===== config.mk =====
export PLATFORM = sky130hd
export DESIGN_NAME = rpms_top
export DESIGN_NICKNAME = d
export VERILOG_FILES = /design/src/core/rpms_pkg.sv /design/src/core/rpms_bit_if.sv /design/src/core/rpms_dbg_eng.sv /design/src/core/rpms_sync.sv /design/src/core/rpms_top.sv
export SDC_FILE = /design/constraint.sdc
export NUM_CORES = 1
export LEC_CHECK = 0
export BUFFER_PORTS_ARGS = -buffer_cell sky130_fd_sc_hd__buf_2
export CORE_MARGIN = 2
export CORE_UTILIZATION = 50
export CTS_BUF_LIST = sky130_fd_sc_hd__clkbuf_8
export CTS_CLUSTER_SIZE = 14
export DETAILED_ROUTE_END_ITERATION = 12
export PLACE_DENSITY = 0.84
export SYNTH_ARGS = -nofsm -noshare
export SYNTH_HDL_FRONTEND = slang
export SYNTH_SLANG_ARGS = --single-unit

===== constraint.sdc =====
create_clock -name SYS_CLK -period 2 [get_ports SYS_CLK]
set_clock_uncertainty 0.2 [all_clocks]
set_input_delay 0 -clock SYS_CLK [delete_from_list [all_inputs] [get_ports SYS_CLK]]
set_output_delay 0 -clock SYS_CLK [all_outputs]
set_load 0.1 [all_outputs]

===== src/core/rpms_pkg.sv =====
// Constants and types for the reset pin and mode select block
package rpms_pkg;
   localparam int          RST_DRIVE_CYC  = 34;
   localparam logic [5:0]  RST_DRIVE_LAST = 6'(RST_DRIVE_CYC - 1);
   localparam int          BIT_TICKS      = 16;
   localparam logic [3:0]  BIT_LAST       = 4'(BIT_TICKS - 1);
   localparam logic [3:0]  RX_SAMPLE_AT   = 4'hA;
   localparam logic [3:0]  SPEEDUP_AT     = 4'hC;
   localparam logic [3:0]  RELEASE_AT     = 4'hD;
   localparam int          CAUSE_W        = 8;
   localparam int          CAUSE_LVD      = 1;
   localparam int          CAUSE_LOC      = 2;
   localparam int          CAUSE_ILAD     = 3;
   localparam int          CAUSE_ILOP     = 4;
   localparam int          CAUSE_COP      = 5;
   localparam int          CAUSE_PIN      = 6;
   localparam int          CAUSE_POR      = 7;
   localparam logic [7:0]  CAUSE_RST      = 8'h80;
   localparam logic [3:0]  DIV_RST        = 4'h0;

   typedef enum logic [1:0] {
      RPMS_DRIVE  = 2'b00,
      RPMS_SETTLE = 2'b01,
      RPMS_RUN    = 2'b11
   } rpms_state_t;
endpackage : rpms_pkg


===== src/core/rpms_bit_if.sv =====
// Bit-level carrier between the reset sequencer and the debug bit engine
`timescale 1ns/1ps
interface rpms_bit_if;
   logic tick;
   logic en;
   logic tx_req;
   logic tx_bit;
   logic pin_in;
   logic pin_out;
   logic pin_oe;
   logic rx_bit;
   logic rx_valid;
   logic tx_done;

   modport eng (
      input  tick, en, tx_req, tx_bit, pin_in,
      output pin_out, pin_oe, rx_bit, rx_valid, tx_done
   );
   modport ctl (
      output tick, en, tx_req, tx_bit, pin_in,
      input  pin_out, pin_oe, rx_bit, rx_valid, tx_done
   );
endinterface : rpms_bit_if


===== src/core/rpms_dbg_eng.sv =====
// Single-wire debug bit engine
`timescale 1ns/1ps
module rpms_dbg_eng (
   input wire logic clk,
   input wire logic nrst,
   rpms_bit_if.eng  bus
);
   import rpms_pkg::*;

   logic       prev_reg;
   logic       busy_reg;
   logic       txm_reg;
   logic [3:0] tcnt_reg;
   logic       start;
   logic       step;

   // Host opens every bit with a falling edge
   assign start = bus.en && !busy_reg && prev_reg && !bus.pin_in;
   // A bit cut by reset must not leave a late pulse inside reset
   assign step  = busy_reg && bus.tick && bus.en;

   always_ff @(posedge clk or negedge nrst) begin
      if (!nrst) begin
         prev_reg <= 1'b1;
         busy_reg <= 1'b0;
         txm_reg  <= 1'b0;
         tcnt_reg <= 4'h0;
      end else begin
         prev_reg <= bus.pin_in;
         if (!bus.en) begin
            busy_reg <= 1'b0;
            tcnt_reg <= 4'h0;
         end else if (start) begin
            busy_reg <= 1'b1;
            tcnt_reg <= 4'h0;
            txm_reg  <= bus.tx_req;
         end else if (step) begin
            tcnt_reg <= tcnt_reg + 4'h1;
            if (tcnt_reg == BIT_LAST) begin
               busy_reg <= 1'b0;
            end
         end
      end
   end

   // Pin is never driven high except as a short speedup after a low
   always_ff @(posedge clk or negedge nrst) begin
      if (!nrst) begin
         bus.pin_oe  <= 1'b0;
         bus.pin_out <= 1'b0;
      end else if (!bus.en) begin
         bus.pin_oe  <= 1'b0;
         bus.pin_out <= 1'b0;
      end else if (start && bus.tx_req && !bus.tx_bit) begin
         bus.pin_oe  <= 1'b1;
         bus.pin_out <= 1'b0;
      end else if (step && tcnt_reg == SPEEDUP_AT && bus.pin_oe) begin
         bus.pin_out <= 1'b1;
      end else if (step && tcnt_reg == RELEASE_AT) begin
         bus.pin_oe  <= 1'b0;
         bus.pin_out <= 1'b0;
      end
   end

   always_ff @(posedge clk or negedge nrst) begin
      if (!nrst) begin
         bus.rx_bit   <= 1'b0;
         bus.rx_valid <= 1'b0;
         bus.tx_done  <= 1'b0;
      end else begin
         bus.rx_valid <= step && !txm_reg && tcnt_reg == RX_SAMPLE_AT;
         bus.tx_done  <= step && txm_reg && tcnt_reg == BIT_LAST;
         if (step && !txm_reg && tcnt_reg == RX_SAMPLE_AT) begin
            bus.rx_bit <= bus.pin_in;
         end
      end
   end
endmodule : rpms_dbg_eng


===== src/core/rpms_sync.sv =====
// Two-stage synchroniser for the reset pin
`timescale 1ns/1ps
module rpms_sync (
   input  wire logic clk,
   input  wire logic nrst,
   input  wire logic d,
   output logic      q
);
   logic meta_reg;

   // Idle level of the pin is high, so both stages reset high
   always_ff @(posedge clk or negedge nrst) begin
      if (!nrst) begin
         meta_reg <= 1'b1;
         q        <= 1'b1;
      end else begin
         meta_reg <= d;
         q        <= meta_reg;
      end
   end
endmodule : rpms_sync


===== src/core/rpms_top.sv =====
// Reset pin driver, reset cause capture, mode select and debug pin
`timescale 1ns/1ps
module rpms_top (
   // Clock and power-on reset
   input  wire logic                      SYS_CLK,
   input  wire logic                      NRST,
   // Internal reset sources
   input  wire logic                      LVD_REQ,
   input  wire logic                      LOC_REQ,
   input  wire logic                      ILAD_REQ,
   input  wire logic                      ILOP_REQ,
   input  wire logic                      COP_REQ,
   // Reset pin
   input  wire logic                      RST_PIN_I,
   output logic                           RST_PIN_O,
   output logic                           RST_PIN_OE,
   // Debug and mode select pin
   input  wire logic                      DBG_PIN_I,
   output logic                           DBG_PIN_O,
   output logic                           DBG_PIN_OE,
   // System status
   output logic                           SYS_RESET_N,
   output logic [rpms_pkg::CAUSE_W-1:0]   CAUSE,
   output logic                           MODE_BDM,
   output logic                           CLK_INTERNAL,
   input  wire logic                      CLK_EXT_SEL,
   // Debug link user side
   input  wire logic [3:0]                DBG_CLK_DIV,
   input  wire logic                      DBG_TX_REQ,
   input  wire logic                      DBG_TX_BIT,
   output logic                           DBG_TX_DONE,
   output logic                           DBG_RX_BIT,
   output logic                           DBG_RX_VALID
);
   import rpms_pkg::*;

   rpms_state_t        state_reg;
   rpms_state_t        state_next;
   logic [5:0]         cnt_reg;
   logic               rst_pin_s;
   logic               rst_oe_reg;
   logic               sysrst_reg;
   logic [CAUSE_W-1:0] cause_reg;
   logic [CAUSE_W-1:0] int_vec;
   logic [CAUSE_W-1:0] req_vec;
   logic               int_req;
   logic               pin_req;
   logic               mode_reg;
   logic               clk_int_reg;
   logic [3:0]         div_cnt_reg;
   logic               tick_reg;

   rpms_bit_if bus ();

   // Pin is asynchronous to the bus clock
   rpms_sync u_sync (
      .clk  (SYS_CLK),
      .nrst (NRST),
      .d    (RST_PIN_I),
      .q    (rst_pin_s)
   );

   always_comb begin
      int_vec             = '0;
      int_vec[CAUSE_LVD]  = LVD_REQ;
      int_vec[CAUSE_LOC]  = LOC_REQ;
      int_vec[CAUSE_ILAD] = ILAD_REQ;
      int_vec[CAUSE_ILOP] = ILOP_REQ;
      int_vec[CAUSE_COP]  = COP_REQ;
   end

   // Our own low drive shows on the pin, so the pin only counts in run
   assign pin_req = (state_reg == RPMS_RUN) && !rst_pin_s;
   assign int_req = |int_vec;

   always_comb begin
      req_vec            = int_vec;
      req_vec[CAUSE_PIN] = pin_req;
   end

   always_comb begin
      state_next = state_reg;
      case (state_reg)
         RPMS_RUN: begin
            if (int_req || pin_req) begin
               state_next = RPMS_DRIVE;
            end
         end
         RPMS_DRIVE: begin
            if (cnt_reg == RST_DRIVE_LAST) begin
               state_next = RPMS_SETTLE;
            end
         end
         RPMS_SETTLE: begin
            if (int_req) begin
               state_next = RPMS_DRIVE;
            end else if (rst_pin_s) begin
               state_next = RPMS_RUN;
            end
         end
         default: begin
            state_next = RPMS_DRIVE;
         end
      endcase
   end

   always_ff @(posedge SYS_CLK or negedge NRST) begin
      if (!NRST) begin
         state_reg <= RPMS_DRIVE;
      end else begin
         state_reg <= state_next;
      end
   end

   always_ff @(posedge SYS_CLK or negedge NRST) begin
      if (!NRST) begin
         cnt_reg <= 6'h00;
      end else if (state_next != RPMS_DRIVE || state_reg != RPMS_DRIVE) begin
         cnt_reg <= 6'h00;
      end else begin
         cnt_reg <= cnt_reg + 6'h01;
      end
   end

   // Power-on reset also counts as a reset start
   always_ff @(posedge SYS_CLK or negedge NRST) begin
      if (!NRST) begin
         rst_oe_reg <= 1'b1;
      end else begin
         rst_oe_reg <= (state_next == RPMS_DRIVE);
      end
   end

   always_ff @(posedge SYS_CLK or negedge NRST) begin
      if (!NRST) begin
         sysrst_reg <= 1'b0;
      end else begin
         sysrst_reg <= (state_next == RPMS_RUN);
      end
   end

   // A new reset replaces the old cause; sources during reset add to it
   always_ff @(posedge SYS_CLK or negedge NRST) begin
      if (!NRST) begin
         cause_reg <= CAUSE_RST;
      end else if (state_reg == RPMS_RUN && state_next == RPMS_DRIVE) begin
         cause_reg <= req_vec;
      end else if (state_reg != RPMS_RUN) begin
         cause_reg <= cause_reg | int_vec;
      end
   end

   // Strap caught by the clock edge at reset release
   always_ff @(posedge SYS_CLK or negedge NRST) begin
      if (!NRST) begin
         mode_reg <= 1'b0;
      end else if (state_reg != RPMS_RUN && state_next == RPMS_RUN) begin
         mode_reg <= !DBG_PIN_I;
      end
   end

   // Software may move to the crystal only once running
   always_ff @(posedge SYS_CLK or negedge NRST) begin
      if (!NRST) begin
         clk_int_reg <= 1'b1;
      end else if (state_next != RPMS_RUN) begin
         clk_int_reg <= 1'b1;
      end else if (CLK_EXT_SEL) begin
         clk_int_reg <= 1'b0;
      end
   end

   // Debug clock enable; a divide of zero gives bus rate
   always_ff @(posedge SYS_CLK or negedge NRST) begin
      if (!NRST) begin
         div_cnt_reg <= DIV_RST;
         tick_reg    <= 1'b0;
      end else if (!sysrst_reg) begin
         div_cnt_reg <= DIV_RST;
         tick_reg    <= 1'b0;
      end else if (div_cnt_reg >= DBG_CLK_DIV) begin
         div_cnt_reg <= DIV_RST;
         tick_reg    <= 1'b1;
      end else begin
         div_cnt_reg <= div_cnt_reg + 4'h1;
         tick_reg    <= 1'b0;
      end
   end

   // Engine held idle in reset so the pin is a pure mode input there
   assign bus.en     = sysrst_reg;
   assign bus.tick   = tick_reg;
   assign bus.tx_req = DBG_TX_REQ;
   assign bus.tx_bit = DBG_TX_BIT;
   assign bus.pin_in = DBG_PIN_I;

   rpms_dbg_eng u_eng (
      .clk  (SYS_CLK),
      .nrst (NRST),
      .bus  (bus.eng)
   );

   // Open drain: the reset pin output level is always low
   assign RST_PIN_O    = 1'b0;
   assign RST_PIN_OE   = rst_oe_reg;
   assign DBG_PIN_O    = bus.pin_out;
   assign DBG_PIN_OE   = bus.pin_oe;
   assign SYS_RESET_N  = sysrst_reg;
   assign CAUSE        = cause_reg;
   assign MODE_BDM     = mode_reg;
   assign CLK_INTERNAL = clk_int_reg;
   assign DBG_TX_DONE  = bus.tx_done;
   assign DBG_RX_BIT   = bus.rx_bit;
   assign DBG_RX_VALID = bus.rx_valid;
endmodule : rpms_top

==> results.md, run 1 <==
* Placed Cells at 227
* Setup TNS at 0 ps
* Port Buffers at 31
* Detailed Place HPWL at 2390 um
* Share of power burned in registers at 56.1%
* Leak at 0.000999 uW
* Final cell count without fillers at 246
* Unrepaired setup endpoints after global routing: false
* Outcome: complete, no violations
* Num ports at 34
* Total global routing track utilization at 18.5%
* F_max at 0.527 GHz
* Setup crit end kind: flop
* Post-route ant nets at 0
* Int Power at 1160 uW
* Initial antenna violation count at 0
* DP Worst Slack at 130 ps
* Critical-path cell list: inv_1 > ha_1 > nand2b_1 > a2111o_1 > a211oi_1
* Pwr per Cell Area at 714 nW/um^2
* Layout cells sized above 1 at 29.0%
* Final net count at 226
* Post-synthesis compound-gate area fraction at 13.0%
* Main combinational cell family by area after synthesis: simple AND/OR/NAND/NOR gates
* Multiplexer share of the synthesized area at 1.85%
* Total of max-cap violations at 0
* CP required at 1990 ps
* CP Max Fanout at 5
* Placed inst area at 1970 um^2
* Worst EP arrival at 1890 ps
* Longest Clk Path Bufs at 2
* Final hold viol count at 0
* Placer Congestion at 0.891
* Core area at 3360 um^2
* CTS tree: built
* Synth top area cells: dfrtp_1 45%, dfstp_2 9.0%, ha_1 7.8%, nand3_1 2.8%, inv_1 2.6%
* Via Count at 1302
* Synth Area in Adders at 7.82%
* Largest register FFs at 7
* Via density at 5.29
* Largest net degree at the start of global routing at 39
* Final setup violation count at 0
* Max Slew Vio Count at 0
* Crit path launch type: flop
* Post-synthesis sequential area ratio at 54.4%
* Net load switching power at 391 uW
* Clk root buf: clkbuf_8
* Logic pwr share at 9.6%
* Final min period at 1900 ps
* Area share of the largest cell type after synthesis at 45.5%
* CTS sink count at 38
* First-pass GRT wire length at 5710 um
* Fillcell total at 290
* Crit Path Category: reg -> reg
* Post-Synth Simple-Gate Area at 16.1%
* H-Tree Depth at 2
* Crit share post-route at 94.8%
* Finished Cell Area at 2170 um^2
* Row count at 21
* Die ar. at 4010 um^2
* WL/cell at 13.8 um
* Mapped Avg Cell Area at 11.7 um^2
* Pre-antenna DRT Iters at 4
* Synth warn at 0
* Remaining DRCs at 0
* Vias in the first global route at 1344
* Grt total ovfl at 0
* Top cell type by total area after synthesis: dfrtp_1
* Post-synthesis xor/xnor area fraction at 2.99%
* Die W at 63.3 um
* Slowest cell delay on critical path at 480 ps
* Worst Slack Setup Final at 103 ps
* Initial Utilization at 52.3%
* Crit path max-delay cell type: a2111o_1
* Worst-Skew Late Latency at 290 ps
* Area grow syn2layout at 23.2%
* Fin util at 64.5%
* Worst slew pin tran at 797 ps
* Max IR drop VDD at 0.501 mV
* Rel. slew slack at 46.8%
* Synthesized instance count at 151
* Die Y at 63.3 um
* Clock share of power at 34.3%
* Worst-path clk slew at 70 ps
* Diode count at 0
* Hold crit path type: in -> reg
* Drt first-iter violations at 44
* CTS buffer count at 5
* Switch share at 25.3%
* Yosys reg bits at 38
* Mapped Area at 1760 um^2
* Unique masters post-synth at 41
* Wirelength, routed at 3410 um
==> worst max-delay path: cells and delay by family (launching register included) <==
| family | cells | cell delay, ps |
|---|---|---|
| AOI/OAI and AO/OA | 2 | 730 |
| DFF | 1 | 400 |
| adders and majority gates | 1 | 260 |
| and+or+nand+nor | 1 | 140 |
| buffers and inverters | 1 | 60 |
==> final timing paths <==
check,slack (ps),end,start,cells after the start
max reg2reg,100,div_cnt_reg[2],div_cnt_reg[0],5
max,100,div_cnt_reg[2],div_cnt_reg[0],5
min in group asynchronous,150,cnt_reg[3],NRST,2
min reg2reg,160,u_sync.q,u_sync.meta_reg,0
max in group asynchronous,900,SYS_RESET_N,NRST,2
min,100,div_cnt_reg[0],DBG_CLK_DIV[1],5
==> cell type report <==
class / count / area, um^2 / share of cell area [%]
Inverter: 12 / 45.0 / 2.08
Multi-Input combinational cell: 99 / 742 / 34.2
Tap cell: 46 / 57.6 / 2.65
Clock buffer: 6 / 82.6 / 3.81
Sequential cell: 38 / 960 / 44.3
Timing Repair Buffer: 43 / 273 / 12.6
Clock inverter: 2 / 8.76 / 0.404
==> layout by cell type (no fill, tap or decap), types with 6 or more instances in the layout <==
cell	instances
buf_2	31
clkbuf_8	6
dfrtp_1	31
dfstp_2	6
dlygate4sd3_1	11
ha_1	11
inv_1	13
nand2_1	7
nand3_1	10
nor2_1	7
==> logic make-up (layout without fill, tap and decap cells) <==
group	count (synthesis)	in the layout
buf+inv	15	63
fa+ha+maj	11	11
compound gates	29	29
xor+xnor	6	6
other cells	1	2
simple gates	48	48
mux	3	3
flops	38	38
==> synth_stat cells, drive strengths merged <==
| cell type | count |
|---|---|
| mux2i | 1 |
| and4 | 1 |
| nor3b | 1 |
| o21ai | 4 |
| nor4 | 2 |
| xnor2 | 2 |
| or3 | 2 |
| nand3 | 10 |
| a211oi | 5 |
| mux2 | 2 |
| o22ai | 1 |
| nor3 | 3 |
| and2 | 3 |
| a21o | 6 |
| a2111o | 1 |
| ha | 11 |
| o21bai | 1 |
| a21oi | 5 |
| a32o | 1 |
| o31ai | 1 |
| nand4bb | 2 |
| nand2 | 7 |
| dfrtp | 32 |
| a21bo | 1 |
| clkbuf | 1 |
| nor2 | 7 |
| conb | 1 |
| o311ai | 1 |
| o22a | 1 |
| dfstp | 6 |
| inv | 12 |
| o211ai | 1 |
| buf | 2 |
| nand4 | 1 |
| nor4b | 1 |
| and3 | 4 |
| nand2b | 3 |
| xor2 | 4 |
| or4 | 1 |
==> layer usage <==
metal  up-vias  track usage, %  routed length, um
met2        34            33.6               1820
li1        628               -                  -
met5         -               0                  0
met1       637            19.8               1380
met3         3            6.25                168
met4         0            7.07                 32
==> metrics by stage <==
stage	hold WS (ps)	total power, uW
floorplan	-496	959
global placement	-93.3	1000
detailed placement	-84.4	1010
CTS	94.9	1560
global route	128	1610
finish	104	1550
==> what timing repair did <==
| action | in CTS | in global routing |
|---|---|---|
| buffers inserted | 0 | 0 |
| endpoints found under the hold margin | 51 | 0 |
| hold buffers | 11 | 0 |
| resized for setup | 0 | 0 |
==> power by group through the flow <==
stage | Combinational (uW) | Sequential (uW) | Clock (uW)
after floorplan | 88.4 | 870 | 0
after global placement | 125 | 877 | 0
after detailed placement | 133 | 879 | 0
after CTS | 149 | 867 | 541
after global routing | 165 | 875 | 575
final | 148 | 868 | 531
(Power assumes the default switching activity.)
==> run 2: changes to the inputs <==
--- a/config.mk
+++ b/config.mk
@@ -5,12 +5,14 @@
 export SDC_FILE = /design/constraint.sdc
 export NUM_CORES = 1
 export LEC_CHECK = 0
+export ABC_AREA = 1
 export BUFFER_PORTS_ARGS = -buffer_cell sky130_fd_sc_hd__buf_2
 export CORE_MARGIN = 2
 export CORE_UTILIZATION = 50
-export CTS_BUF_LIST = sky130_fd_sc_hd__clkbuf_8
+export CTS_BUF_LIST = sky130_fd_sc_hd__clkbuf_8 sky130_fd_sc_hd__clkbuf_16
 export CTS_CLUSTER_SIZE = 14
 export DETAILED_ROUTE_END_ITERATION = 12
+export MAX_ROUTING_LAYER = met4
 export PLACE_DENSITY = 0.84
 export SYNTH_ARGS = -nofsm -noshare
 export SYNTH_HDL_FRONTEND = slang
==> run 2 against run 1 <==
Largest power group unchanged. Core utilization increased by 1.3 points. Sequential cell count unchanged. Power increased by 16%. Highest routed layer unchanged. Critical path type is now in -> reg. Critical endpoint is now CLK_INTERNAL. Via count increased by 9.4%. Sequential power increased by 3.9%. Die area increased by 2.0%.
==> results.md, run 2 <==
* Total global routing track utilization at 19.4%
* Post-synth top cells: 50 x nand2_1, 32 x dfrtp_1, 30 x inv_1, 19 x nor2_1, 16 x nand3_1
* First-pass GRT wire length at 5800 um
* Yosys reg bits at 38
* Unique masters post-synth at 26
* Placer Congestion at 0.823
* Rel. slew slack at 47.0%
* Post-synthesis compound-gate area fraction at 2.64%
* Count leader, synth: nand2_1
* Final min period at 1850 ps
* F_max at 0.540 GHz
* Initial antenna violation count at 0
* Remaining DRCs at 0
* CP Max Fanout at 3
* WL/cell at 11.4 um
* Worst-Skew Late Latency at 290 ps
* Placed Cells at 278
* Area grow syn2layout at 23.9%
* Post-cts sizing count at 0
* Commonest non-fill, non-tap cell in the layout: nand2_1
* Unrepaired setup endpoints after global routing: false
* Worst Min Path Start: DBG_CLK_DIV[0]
* CTS sink count at 38
* Worst EP arrival at 1870 ps
* Total of max-cap violations at 0
* Row count at 21
* Async SR Flop Fraction at 100%
* Commonest non-fill, non-tap cells in the layout: 50 x nand2_1, 32 x dfrtp_1, 31 x buf_2
* Final cell count without fillers at 298
* Hold path endpoint: div_cnt_reg[2]
* EDFF count, synth at 0
* Num ports at 34
* Max IR drop VDD at 0.718 mV
* Multiplexer share of the synthesized area at 0.835%
* Final hold viol count at 0
* Grt total ovfl at 0
* Die W at 64.0 um
* Crit path launch type: input port
* Number of cells on the worst hold path at 5
* Fillcell total at 251
* Die ar. at 4090 um^2
* Diode count at 0
* Via density at 4.78
* Die Y at 64.0 um
* Largest register FFs at 7
* Layout cells sized above 1 at 21.8%
* Total power at 1790 uW
* Reg2Reg Depth at 4
* Setup crit end kind: flop
* Worst slew pin tran at 795 ps
* Pre-antenna DRT Iters at 4
* Post-Synth Simple-Gate Area at 25.7%
* CP required at 2020 ps
* Leak at 0.00119 uW
* Outcome: complete, no violations
* Via Count at 1424
* Worst R2R End: CLK_INTERNAL
* Synth warn at 0
* Max Slew Vio Count at 0
* Longest Clk Path Bufs at 2
* Largest net degree at the start of global routing at 39
* Main combinational cell family by area after synthesis: simple AND/OR/NAND/NOR gates
* Crit share post-route at 92.5%
* Initial Utilization at 53.0%
* Drt first-iter violations at 46
* Worst-path clk slew at 70 ps
* Vias in the first global route at 1441
* Final net count at 278
* Top cell type by total area after synthesis: dfrtp_1
* Dominant synthesized flop cell: dfrtp_1
* Post-route ant nets at 0
* CTS buffer count at 5
* Final setup violation count at 0
* Mapped Avg Cell Area at 8.90 um^2
* Post-synthesis xor/xnor area fraction at 1.95%
* Pwr per Cell Area at 805 nW/um^2
* Wirelength, routed at 3400 um
* Worst hold slack at 39.3 ps
* Mapped Area at 1800 um^2
* Detailed Place HPWL at 2280 um
* Post-synthesis sequential area ratio at 53.3%
* CTS tree: built
* Hold crit path type: in -> reg
* Core area at 3390 um^2
* Synth Area in Adders at 7.65%
* H-Tree Depth at 2
* Synthesized instance count at 202
* Setup TNS at 0 ps
* Area share of the largest cell type after synthesis at 44.5%
* Clk root buf: clkbuf_8
* Crit Path Category: in -> reg
* Port Buffers at 31
* Synth top area cells: dfrtp_1 45%, nand2_1 10%, dfstp_2 8.8%, ha_1 7.7%, inv_1 6.3%
* R2R Path Start: u_sync.q
* FF-to-FF setup slack at 250 ps
[run 2: changes by cell type in the layout (fill, tap and decap cells not counted), sizes merged, moves of 3 or more]
cell	previous run	this run
nand3	10	17
and2	3	0
nand2b	3	0
a211oi	5	0
inv	13	33
and3	4	0
nor3	3	9
nor2	7	21
a21o	6	0
nand2	7	52
[run 2: worst max path at each step]
stage	cells past startpoint	end	start	slack (ps)
after floorplan	4	u_eng.txm_reg	SYS_RESET_N	80
after global placement	7	u_eng.bus.rx_bit	u_eng.tcnt_reg[0]	510
after detailed placement	7	u_eng.bus.rx_bit	u_eng.tcnt_reg[0]	480
after CTS	9	CLK_INTERNAL	ILOP_REQ	190
after global routing	9	CLK_INTERNAL	ILOP_REQ	10
final	9	CLK_INTERNAL	ILOP_REQ	150
[run 2: logic make-up (layout without fill, tap and decap cells)]
group / Yosys count / after routing
and+or+nand+nor: 103 / 103
adders and majority gates: 11 / 11
xor gates and xnor gates: 4 / 4
buffers and inverters: 35 / 84
other: 1 / 2
muxes: 1 / 1
DFF: 38 / 38
AOI/OAI and AO/OA: 9 / 9
[run 2: layout make-up]
type | count | area, um^2 | area share, %
sequential | 38 | 958 | 43.0
multi-input combinational | 130 | 704 | 31.6
timing repair buffer | 43 | 275 | 12.4
inverter | 33 | 124 | 5.56
clock buffer | 5 | 68.8 | 3.09
tap | 46 | 57.6 | 2.58
clock inverter | 3 | 40.0 | 1.80
[run 2: per-stage QoR]
stage	worst slack, ps	util (%)	instance area, um^2
final	150	65.7	2230
after global routing	12.2	65.7	2230
after CTS	190	65.7	2230
after detailed placement	482	59.0	2000
after global placement	514	59.0	2000
after floorplan	80.5	-	1800
[run 2: where the power goes]
group	leakage [uW]	switching, uW	internal [uW]
combinational	0.000668	161	103
sequential	0.000461	58.6	843
clock	0.0000579	262	367
total	0.00119	482	1310
[run 2: critical path: stages]
cell and delay [ps]:
dlygate4sd3_1 530, buf_2 130, inv_1 90, nand2_1 70, nor2_1 130, nand2_1 110
nor3_2 140, o21ai_0 110, dlygate4sd3_1 560
[run 2: repair_timing]
item,4_1_cts,5_1_grt
endpoints found under the hold margin,50,0
buffers inserted,0,0
hold buffers,12,0
[run 2: routing by layer]
layer | part of all wire [%] | global-route usage (%) | vias up
li1 | - | - | 717
met1 | 42 | 18.9 | 664
met2 | 51 | 34.4 | 32
met3 | 4.2 | 5.11 | 11
met4 | 3.6 | 11.7 | 0
met5 | 0 | - | -
